==> src/lsc_pkg.sv <==
// constants, field positions and carrier types of the lamp switch control block
// assumes a 250 MHz reference clock; all pins arrive asynchronous to it
package lsc_pkg;

  localparam int CLK_MHZ       = 250;
  localparam int FRAME_BITS    = 16;
  localparam int ADDR_MSB      = 15;
  localparam int ADDR_LSB      = 11;
  localparam int WDOG_TIME_US  = 100000;
  localparam int WDOG_CYCLES   = WDOG_TIME_US * CLK_MHZ;

  localparam logic [4:0] ADDR_OUT_CTRL = 5'h01;
  localparam logic [4:0] ADDR_SENSE    = 5'h02;
  localparam logic [4:0] ADDR_TRIP     = 5'h03;
  localparam logic [4:0] ADDR_INRUSH   = 5'h04;

  localparam int OUT_ON_LSB     = 0;
  localparam int OUT_DIRECT_LSB = 4;
  localparam int OUT_EXTCLK_BIT = 8;
  localparam int SENSE_CHAN_LSB = 0;
  localparam int SENSE_TEMP_BIT = 2;
  localparam int SENSE_EN_BIT   = 3;
  localparam int TRIP_LSB       = 0;
  localparam int INRUSH_LSB     = 0;

  typedef struct packed {
    logic [3:0] spi_on;
    logic [3:0] direct_sel;
    logic       ext_clk;
    logic [1:0] sense_chan;
    logic       sense_temp;
    logic       sense_en;
    logic [3:0] trip;
    logic [7:0] inrush;
  } lsc_cfg_t;

  localparam lsc_cfg_t CFG_RESET = '0;

  typedef struct packed {
    logic [3:0] din;
    logic       wake;
    logic       rst_pin;
    logic       cs_n;
    logic       sclk;
    logic       sdi;
    logic       fsi;
    logic [3:0] fault;
  } lsc_pins_t;

  typedef struct packed {
    lsc_cfg_t    cfg;
    logic        awake;
    logic        rst_prev;
    logic        sclk_prev;
    logic        cs_prev;
    logic [15:0] shift;
    logic [15:0] sout;
    logic [4:0]  bitcnt;
    logic        sdo;
    logic        sdo_oe;
    logic [3:0]  hs;
    logic        ff_oe;
    logic [3:0]  fault_lat;
    logic        wd_run;
    logic [31:0] wd_cnt;
    logic        failsafe;
    logic        pwm_clk;
  } lsc_state_t;

endpackage

==> src/lsc_ctrl.sv <==
// digital control of a four-channel lamp switch: wake, sleep, direct inputs,
// fault flag, 16-bit serial port, watchdog fail-safe and sense selection
// assumes every pin input is asynchronous and slow against i_ref_clk
`timescale 1ns/1ns
`default_nettype none
// Behaviour
// - any direct input wakes the device
// - direct input n drives output n
// - external PWM clock taken from direct input zero
// - fault flag pulled low while fault detected
// - fault causes reported only on serial output
// - wake pin brings device out of sleep
// - reset low clears configuration, faults, enters sleep
// - reset wakes; its rising edge starts watchdog
// - frames are exactly sixteen bits
// - sense output selects channel current or temperature
// - sense output can be tri-stated
// - each output from direct input or serial settings
// - trip levels and inrush duration programmable
// - fail-safe keeps outputs under direct input control
// - commit on select rise, load status on fall
// - sample on falling clock, shift out on rising
// - frames run most significant bit first
// - select high ignores clock, tri-states output
module lsc_ctrl
#(
  parameter int WDOG_CYCLES = lsc_pkg::WDOG_CYCLES
)
(
  input  wire logic       i_ref_clk,
  input  wire logic       i_sys_rst,
  input  wire logic [3:0] i_direct_input,
  input  wire logic       i_wake,
  input  wire logic       i_reset_pin_n,
  input  wire logic       i_cs_n,
  input  wire logic       i_sclk,
  input  wire logic       i_sdi,
  input  wire logic       i_fsi,
  input  wire logic [3:0] i_fault,
  output logic [3:0]      o_high_side_outputs,
  output logic            o_fault_flag_n_o,
  output logic            o_fault_flag_n_oe,
  output logic            o_sdo,
  output logic            o_sdo_oe,
  output logic [1:0]      o_sense_chan,
  output logic            o_sense_temp,
  output logic            o_current_sense_out_oe,
  output logic [3:0]      o_trip_level,
  output logic [7:0]      o_inrush_time,
  output logic            o_pwm_clk,
  output logic            o_awake,
  output logic            o_failsafe
);

  lsc_pkg::lsc_pins_t  p;
  lsc_pkg::lsc_state_t s;
  lsc_pkg::lsc_state_t next_s;
  logic [15:0]         status;
  logic [4:0]          addr;
  logic                sclk_fall;
  logic                sclk_rise;
  logic                cs_fall;
  logic                cs_rise;
  logic                rst_rise;
  logic                rst_fall;
  logic                frame_ok;

  // select idles high; a low reset value would switch the serial output on after reset
  localparam lsc_pkg::lsc_pins_t PINS_IDLE = '{din: 4'h0, wake: 1'b0, rst_pin: 1'b0,
                                               cs_n: 1'b1, sclk: 1'b0, sdi: 1'b0,
                                               fsi: 1'b1, fault: 4'h0};

  lsc_sync #(.WIDTH($bits(lsc_pkg::lsc_pins_t)), .RST_VAL(PINS_IDLE)) u_sync
  (
    .i_ref_clk (i_ref_clk),
    .i_sys_rst (i_sys_rst),
    .i_async   ({i_direct_input, i_wake, i_reset_pin_n, i_cs_n, i_sclk, i_sdi, i_fsi,
                 i_fault}),
    .o_sync    (p)
  );

  assign sclk_fall = s.sclk_prev & ~p.sclk & ~p.cs_n;
  assign sclk_rise = ~s.sclk_prev & p.sclk & ~p.cs_n;
  assign cs_fall   = s.cs_prev & ~p.cs_n;
  assign cs_rise   = ~s.cs_prev & p.cs_n;
  assign rst_rise  = ~s.rst_prev & p.rst_pin;
  assign rst_fall  = s.rst_prev & ~p.rst_pin;
  // a frame counts only with exactly sixteen clocks and reset released
  assign frame_ok  = cs_rise && (s.bitcnt == 5'(lsc_pkg::FRAME_BITS)) && p.rst_pin;
  assign addr      = s.shift[lsc_pkg::ADDR_MSB:lsc_pkg::ADDR_LSB];
  // individual fault causes leave only through this word
  assign status    = {s.fault_lat, s.hs, s.failsafe, s.awake, p.din, 2'h0};

  always_comb
  begin
    next_s           = s;
    next_s.rst_prev  = p.rst_pin;
    next_s.sclk_prev = p.sclk;
    next_s.cs_prev   = p.cs_n;

    // wake sources; reset falling forces sleep and wins
    if (rst_fall)
      next_s.awake = 1'b0;
    else if ((|p.din) || p.wake || rst_rise)
      next_s.awake = 1'b1;

    // serial port; clock and data ignored while select is high
    next_s.sdo_oe = ~p.cs_n;
    if (cs_fall)
    begin
      next_s.sout   = status;
      next_s.sdo    = status[15];
      next_s.bitcnt = 5'h00;
    end
    else if (sclk_fall)
    begin
      next_s.shift = {s.shift[14:0], p.sdi};
      if (s.bitcnt != 5'h1F)
        next_s.bitcnt = s.bitcnt + 5'h01;
    end
    else if (sclk_rise)
    begin
      next_s.sout = {s.sout[14:0], 1'b0};
      next_s.sdo  = s.sout[14];
    end

    if (frame_ok)
    begin
      unique case (addr)
        lsc_pkg::ADDR_OUT_CTRL:
        begin
          next_s.cfg.spi_on     = s.shift[lsc_pkg::OUT_ON_LSB +: 4];
          next_s.cfg.direct_sel = s.shift[lsc_pkg::OUT_DIRECT_LSB +: 4];
          next_s.cfg.ext_clk    = s.shift[lsc_pkg::OUT_EXTCLK_BIT];
        end
        lsc_pkg::ADDR_SENSE:
        begin
          next_s.cfg.sense_chan = s.shift[lsc_pkg::SENSE_CHAN_LSB +: 2];
          next_s.cfg.sense_temp = s.shift[lsc_pkg::SENSE_TEMP_BIT];
          next_s.cfg.sense_en   = s.shift[lsc_pkg::SENSE_EN_BIT];
        end
        lsc_pkg::ADDR_TRIP:
          next_s.cfg.trip = s.shift[lsc_pkg::TRIP_LSB +: 4];
        lsc_pkg::ADDR_INRUSH:
          next_s.cfg.inrush = s.shift[lsc_pkg::INRUSH_LSB +: 8];
        default:
          next_s.cfg = s.cfg;
      endcase
    end

    // watchdog: any good frame refreshes it and leaves fail-safe
    if (rst_rise)
    begin
      next_s.wd_run = 1'b1;
      next_s.wd_cnt = '0;
    end
    else if (frame_ok)
    begin
      next_s.wd_cnt   = '0;
      next_s.failsafe = 1'b0;
    end
    else if (s.wd_run && p.fsi)
    begin
      if (s.wd_cnt >= 32'(WDOG_CYCLES - 1))
        next_s.failsafe = 1'b1;
      else
        next_s.wd_cnt = s.wd_cnt + 32'h1;
    end

    // sticky fault causes, set wins over everything but the reset pin
    next_s.fault_lat = s.fault_lat | p.fault;
    next_s.ff_oe     = |p.fault;

    if (!p.rst_pin)
    begin
      next_s.cfg       = lsc_pkg::CFG_RESET;
      next_s.fault_lat = 4'h0;
      next_s.wd_run    = 1'b0;
      next_s.wd_cnt    = '0;
      next_s.failsafe  = 1'b0;
      next_s.hs        = 4'h0;
    end
    else if (!s.awake)
      next_s.hs = 4'h0;
    else if (s.failsafe)
      next_s.hs = p.din;
    else
    begin
      for (int n = 0; n < 4; n++)
      begin
        // input zero carries the PWM clock when external clock is chosen
        if (s.cfg.direct_sel[n] && !(n == 0 && s.cfg.ext_clk))
          next_s.hs[n] = p.din[n];
        else
          next_s.hs[n] = s.cfg.spi_on[n];
      end
    end
    next_s.pwm_clk = s.cfg.ext_clk & p.din[0];
  end

  always_ff @(posedge i_ref_clk)
  begin
    if (i_sys_rst)
      s <= '0;
    else
      s <= next_s;
  end

  assign o_high_side_outputs    = s.hs;
  assign o_fault_flag_n_o       = 1'b0;
  assign o_fault_flag_n_oe      = s.ff_oe;
  assign o_sdo                  = s.sdo;
  assign o_sdo_oe               = s.sdo_oe;
  assign o_sense_chan           = s.cfg.sense_chan;
  assign o_sense_temp           = s.cfg.sense_temp;
  assign o_current_sense_out_oe = s.cfg.sense_en;
  assign o_trip_level           = s.cfg.trip;
  assign o_inrush_time          = s.cfg.inrush;
  assign o_pwm_clk              = s.pwm_clk;
  assign o_awake                = s.awake;
  assign o_failsafe             = s.failsafe;
endmodule // lsc_ctrl
`default_nettype wire

==> src/lsc_sync.sv <==
// two-flop synchroniser for a bundle of asynchronous pins
// assumes each bit is independent; no multi-bit coherence is implied
`timescale 1ns/1ns
`default_nettype none
module lsc_sync
#(
  parameter int               WIDTH   = 1,
  // lets each pin come out of reset at its idle level, so no false edge follows
  parameter logic [WIDTH-1:0] RST_VAL = '0
)
(
  input  wire logic             i_ref_clk,
  input  wire logic             i_sys_rst,
  input  wire logic [WIDTH-1:0] i_async,
  output var  logic [WIDTH-1:0] o_sync
);

  logic [WIDTH-1:0] meta;

  always_ff @(posedge i_ref_clk)
  begin
    if (i_sys_rst)
    begin
      meta   <= RST_VAL;
      o_sync <= RST_VAL;
    end
    else
    begin
      meta   <= i_async;
      o_sync <= meta;
    end
  end

endmodule // lsc_sync
`default_nettype wire

==> config.mk <==
export PLATFORM = sky130hd
export DESIGN_NAME = lsc_ctrl
export DESIGN_NICKNAME = d
export VERILOG_FILES = /design/src/lsc_pkg.sv /design/src/lsc_ctrl.sv /design/src/lsc_sync.sv
export SDC_FILE = /design/constraint.sdc
export NUM_CORES = 1
export LEC_CHECK = 0
export ABC_AREA = 1
export BUFFER_PORTS_ARGS = -buffer_cell sky130_fd_sc_hd__buf_2
export CAP_MARGIN = 20
export CORE_MARGIN = 8
export CORE_UTILIZATION = 60
export CTS_BUF_LIST = sky130_fd_sc_hd__clkbuf_8 sky130_fd_sc_hd__clkbuf_16
export CTS_CLUSTER_SIZE = 40
export DETAILED_ROUTE_END_ITERATION = 7
export MAX_ROUTING_LAYER = met4
export PLACE_DENSITY = 0.83
export SYNTH_ARGS = -nofsm -noshare
export SYNTH_HDL_FRONTEND = slang
export SYNTH_HIERARCHICAL = 1
export SYNTH_SLANG_ARGS = --single-unit
==> constraint.sdc <==
create_clock -name i_ref_clk -period 2.1 [get_ports i_ref_clk]
set_input_delay 0.21 -clock i_ref_clk [delete_from_list [all_inputs] [get_ports i_ref_clk]]
set_output_delay 0.21 -clock i_ref_clk [all_outputs]
set_load 0.05 [all_outputs]
==> metrics.txt, run 1 <==
Detail Placement HPWL=9.14 mm; Worst R2R Path Depth=11; ys flop type=dfxtp_1; commonest non-fill, non-tap cells in the layout=nand2_1 (160), dfxtp_1 (137), nor2_1 (135); Tcrit/Tclk final=between 90% and 100%; clk root buf=clkbuf_8; critical path type=flip-flop to flip-flop; die outline width=roughly 120 um; Hold Path Class=input pin to flip-flop; GRT Overall Usage=a little under a quarter; PwrDens=844 mW/mm^2; Crit path required time=2.51 ns; Slew Viols, Final=0; Synth Area in XOR/XNOR=1.19%; H-tree depth=4; row count=36; hold_sp=i_fsi; Resized cells post-CTS=0; crit path max fanout=13; Slew headroom=51.1%; final hold violation count=0; CP startpoint=s[46]$_SDFFE_PP0P_; share of cells above drive strength 1=11.9%; reg-to-reg setup timing slack=between 0.15 and 0.2 ns; die area=0.0133 mm^2; Adder-Cell Fraction of Synth Area=0.847%; syn avg cell area=roughly 7.5 um^2; starting density of the core=61.0%; CORE AREA=0.00968 mm^2; Net Sw Frac=a little under a quarter; DR WL/cell=between 10 and 15 um; global-route wire length before repair=23.5 mm; via count=5211; CTS clk-pin slew, worst paths=0.06 ns; drt pass-1 iters=5; Post-Synth Simple-Gate Area=27.6%; DRT iter0 DRCs=481; CTS Sinks=between 100 and 150; ANT cells=0; Worst-Skew Late Latency=between 0.5 and 0.6 ns; leading area contributor after synthesis=dfxtp_1; crit path cell chain=inv_1 > ha_1 > nand2_1 > nor2_1 > nand3_2 > nor2_4 > inv_4 > nor2_4 > inv_1 > o21ai_0 > a21oi_1; asr flop ratio synth=0%; Vias/cell=5.35; CTS buffer count=17; DRC=0; Power Internal=0.00440 W; complex-gate fraction of the synthesized area=11.9%; final net count=849; hold slack=0.396 ns; Post-Route WL=approximately 14 mm; sequential-to-total area share from yosys stat=46.4%; commonest non-fill, non-tap cell in the layout=nand2_1; syn nets=about 810; vias in the first global route=a little over 5000; Post-Syn Area=between 0.005 and 0.006 mm^2; RD Place Congestion=0.917; clock share of power=50.0%; R2R Path Start=s[46]$_SDFFE_PP0P_; synthesis-to-finish area growth=14.3%; RSZ-0062 raised after global routing=false; Worst Skew=0.00738 ns; Synth top area share=46.4%; logic gate share of total power=3.2%; Yosys reg bits=137; minimum clock period=around 1.9 ns; P_leak=2.65 nW; startpoint types=flip-flop; crit-path max cell delay=0.33 ns; Peak VDD IR=0.681 mV; number of distinct library cells after synthesis=34; TritonCTS clock tree=yes; Net Sw Power=roughly 0.0013 W; top achievable clock speed=525 MHz; global route total overflow=0; num ports=43; YS warnings=6; max_cap viols=0; outcome=complete, no violations; largest cells by area after synthesis=dfxtp_1 (46%), nand2_1 (10%), nor2_1 (8.6%); die height=115 um; PortBufs=41; WHS Path Cells=4; Slew @ Worst Pin=0.726 ns; setup TNS=0 ns; initial antenna violation count=0; mux share of post-synthesis cell area=0%; largest family of logic cells by synthesized area=simple AND/OR/NAND/NOR gates; Detail Route Antenna Nets=0; largest net degree at the start of global routing=63; sequential power share=about 47%; arrival time at the worst endpoint=2.32 ns; EDFF count, synth=0; Final Setup Violations=0; crit path capture type=flip-flop; Slowest cell on crit path=dfxtp_1; CTS max path bufs=2; Post-Syn Instances=792
[power by group through the flow]
stage | Combinational, W | Sequential (W) | Clock [W]
finish | 0.000184 | 0.00267 | 0.00285
CTS | 0.000183 | 0.00267 | 0.00287
global placement | 0.000152 | 0.00272 | 0
floorplan | 0.000107 | 0.00273 | 0
detailed placement | 0.000158 | 0.00272 | 0
global route | 0.000204 | 0.00267 | 0.00299
[flip-flops by register name, indices dropped and copies added, names as in the netlist]
| name | cells |
|---|---|
| s | 78 |
| u_sync/meta | 14 |
| u_sync/o_sync | 14 |
| o_inrush_time | 8 |
| addr | 5 |
| o_high_side_outputs | 4 |
| o_trip_level | 4 |
| o_sense_chan | 2 |
| o_awake | 1 |
| o_current_sense_out_oe | 1 |
| o_failsafe | 1 |
| o_fault_flag_n_oe | 1 |
| o_pwm_clk | 1 |
| o_sdo | 1 |
| o_sdo_oe | 1 |
| o_sense_temp | 1 |
[layout make-up]
type	count	area, um^2
clock inverter	14	149
timing repair buffer	68	445
tap	133	166
fill	749	2930
clock buffer	17	414
inverter	100	378
multi-input combinational	505	2460
sequential	137	2740
[Yosys cell counts (5+ instances only)]
master	number
nand2_1	160
dfxtp_1	137
nor2_1	135
inv_1	97
a21oi_1	54
nand4_1	36
o21ai_0	26
buf_4	22
nand3_1	18
a211oi_1	17
a311oi_1	14
clkbuf_1	13
nor3_1	13
buf_6	7
xor2_1	6
buf_2	5
[timing repair]
action / 4_1_cts / 5_1_grt
hold endpoints to repair: 15 / 0
setup buffers: 0 / 0
setup endpoints to repair: 0 / 0
hold buffers: 15 / 0
[path summary, 6_finish.rpt]
path,to
worst min register to register,u_sync/o_sync[3]$_SDFF_PP0_
worst max-delay path,s[103]$_SDFFE_PP0P_
worst max register to register,s[103]$_SDFFE_PP0P_
worst min-delay path,u_sync/meta[4]$_SDFF_PP1_
[critical path: cells and delay by family, from the launching register on]
| kind | cells | cell delay (ns) |
|---|---|---|
| flops | 1 | 0.33 |
| compound gates | 2 | 0.23 |
| simple gates | 5 | 0.76 |
| buf+inv | 3 | 0.33 |
| fa+ha+maj | 1 | 0.14 |
[logic make-up (layout without fill, tap and decap cells)]
family	count (synthesis)	after routing
buffers and inverters	150	199
other	1	1
AO/OA/AOI/OAI	116	116
XOR/XNOR	8	8
adder cells (fa/ha/maj)	4	4
flip-flops	137	137
AND/OR/NAND/NOR	376	376
[metrics by stage]
step	area, um^2	power (W)	util [%]	setup slack (ns)	cells
6_report	6750	0.00570	69.7	0.196	974
5_1_grt	6750	0.00587	69.7	0.0416	974
4_1_cts	6750	0.00572	69.7	0.213	974
3_5_place_dp	6040	0.00288	62.4	0.236	928
3_3_place_gp	6040	0.00287	62.4	0.319	928
2_1_floorplan	5910	0.00284	-	0.512	792
[layer usage]
metal,share of wire [%],up-vias,track usage [%]
met5,0,-,-
met4,1.7,0,8.67
met3,4.1,23,5.30
met2,53,160,40.7
met1,41,2419,23.3
li1,-,2609,-
Note: power is estimated with default switching activity, not from simulation.
==> run 2, diff against run 1 <==
CORE_MARGIN = 10   (was 8)
==> metrics.txt, run 2 (synthesis gave the netlist of run 1 again) <==
outcome=complete, no violations; GRT Overall Usage=19.7% (-2.9 points); ANT cells=0 (unchanged); Slew Viols, Final=0 (unchanged); RSZ-0062 raised after global routing=false; Top reg by flops=s; crit-path max cell delay=0.34 ns (about the same); met2 Resource Use GR=32.6% (-8.1 points); Slew headroom=54.7% (+3.6 points); logic gate share of total power=3.2% (about the same); PortBufs=41 (unchanged); post-route cell area=0.00674 mm^2 (-0.22%); Hold Path Class=input pin to flip-flop; top achievable clock speed=540 MHz (+2.8%); Worst-Skew Late Latency=0.52 ns (about the same); minimum clock period=1.85 ns (-0.0515 ns); crit path max fanout=7 (-6); DRC=0 (unchanged); GRT met1 Usage=21.5% (-1.8 points); synthesis-to-finish area growth=14.1%; Final Setup Violations=0 (unchanged); max FFs per register=78 (unchanged); share of cells above drive strength 1=11.5% (-0.43 points); GR peak layer=met2; Multi-input gate area=0.00246 mm^2 (unchanged); CTS max path bufs=2 (unchanged); Vias/cell=5.33 (-0.29%); initial antenna violation count=0 (unchanged); Net Sw Frac=20.9% (-1.8 points); die height=119 um (+3.5%); starting density of the core=61.0% (unchanged); Detail Route Antenna Nets=0 (unchanged); Crit path required time=2.51 ns (about the same); DR WL/cell=13.5 um (-4.8%); RD Place Congestion=0.953 (+3.9%); met3 usage=4.77% (-0.53 points); fillcell total=746 (-0.40%); row count=36 (unchanged); Power Total=0.00565 W (-0.96%); drt pass-1 iters=5 (unchanged); Slew @ Worst Pin=0.673 ns (-0.0535 ns); via count=5180 (-0.59%); final hold violation count=0 (unchanged); die area=0.0142 mm^2 (+7.1%); setup TNS=0 ns (unchanged); Peak VDD IR=0.615 mV (-9.7%); commonest non-fill, non-tap cell in the layout=nand2_1; CORE AREA=0.00968 mm^2 (unchanged); final net count=848 (-0.12%); max_cap viols=0 (unchanged); vias in the first global route=4999 (-3.4%); global route total overflow=0 (unchanged); Net Sw Power=0.00118 W (-8.8%); Power Internal=0.00446 W (+1.3%); DRT iter0 DRCs=366 (-24%); Tcrit/Tclk final=88.2% (-2.5 points); crit path capture type=flip-flop; critical path type=flip-flop to flip-flop; Post-DP Area=0.00604 mm^2 (unchanged); startpoint types=flip-flop; sequential power share=47.3% (+0.5 points); Worst Skew=0.00671 ns (-0.000671 ns); CTS Sinks=137 (unchanged); commonest non-fill, non-tap cells in the layout=nand2_1 (160), dfxtp_1 (137), nor2_1 (135); largest net degree at the start of global routing=63 (unchanged); Largest regs=s x78, u_sync/meta x14, u_sync/o_sync x14; num ports=43 (unchanged); CTS buffer count=17 (unchanged); Slowest cell on crit path=dfxtp_1; H-tree depth=4 (unchanged); TritonCTS clock tree=yes; PwrDens=838 mW/mm^2 (-0.74%); die outline width=119 um (+3.5%); Storage cell area=0.00274 mm^2 (unchanged); Hold Buf Count CTS=14 (-1); global-route wire length before repair=22.7 mm (-3.6%); Post CTS Setup Buffer Count=0 (unchanged); clock share of power=49.6% (-0.4 points); crit path cell chain=inv_1 > ha_1 > nand2_1 > nor2_1 > nand3_2 > nor2_4 > inv_4 > nor2_4 > inv_1 > o21ai_0 > a21oi_1; Post-Route WL=13.1 mm (-5.1%); CTS clk-pin slew, worst paths=0.06 ns (about the same); Resized cells post-CTS=0 (unchanged); P_leak=2.64 nW (-0.26%); Detail Placement HPWL=8.84 mm (-3.3%); clk root buf=clkbuf_8; arrival time at the worst endpoint=2.26 ns (-0.06 ns)
run 2: cell types whose count changed in the layout (fill, tap and decap cells not counted):
cell / delta
clkbuf_8: +3
clkinv_2: -3
clkinv_4: -2
clkinvlp_4: +1
dlygate4sd3_1: -1
inv_1: +2
inv_6: -2
inv_8: -1
run 2: critical path: cells and delay by family (launching register included):
family                     cells  cell delay, ns
AOI/OAI and AO/OA              2            0.28
buffers and inverters          3            0.31
DFF                            1            0.34
and+or+nand+nor                5            0.66
adders and majority gates      1            0.15
run 2: final cells by class:
cell class                 instances  area share, %
timing repair buffer              67           6.46
clock buffer                      20           6.76
clock inverter                     9           1.52
multi-input combinational        505           36.5
tap                              133           2.47
sequential                       137           40.7
inverter                         100           5.61
run 2: worst paths after layout:
| path | start | end | slack (ns) | cells after the start |
|---|---|---|---|---|
| max reg2reg | s[46]$_SDFFE_PP0P_ | s[108]$_SDFFE_PP0P_ | 0.25 | 11 |
| min reg2reg | u_sync/meta[5]$_SDFF_PP0_ | u_sync/o_sync[5]$_SDFF_PP0_ | 0.40 | 2 |
| min | i_sys_rst | s[85]$_SDFF_PP0_ | 0.04 | 3 |
| max | s[46]$_SDFFE_PP0P_ | s[108]$_SDFFE_PP0P_ | 0.25 | 11 |
run 2: stage by stage:
stage          std cells  util, %  hold slack [ns]  setup slack, ns
2_1_floorplan        792        -            0.302            0.512
3_3_place_gp         928     62.4            0.390            0.375
3_5_place_dp         928     62.4            0.394            0.289
4_1_cts              971     69.6          0.00653            0.260
5_1_grt              971     69.6           0.0324           0.0915
6_report             971     69.6           0.0383            0.248
run 2: power by group through the flow:
| stage | clock network, W | registers, W | logic (W) |
|---|---|---|---|
| 2_1_floorplan | 0 | 0.00273 | 0.000107 |
| 3_3_place_gp | 0 | 0.00272 | 0.000150 |
| 3_5_place_dp | 0 | 0.00272 | 0.000157 |
| 4_1_cts | 0.00285 | 0.00267 | 0.000178 |
| 5_1_grt | 0.00296 | 0.00267 | 0.000202 |
| 6_report | 0.00280 | 0.00267 | 0.000180 |
run 2: metal layers:
| layer | vias up | routed length (um) |
|---|---|---|
| met5 | - | 0 |
| met4 | 0 | 391 |
| met3 | 37 | 557 |
| met2 | 127 | 6800 |
| met1 | 2408 | 5400 |
| li1 | 2608 | - |
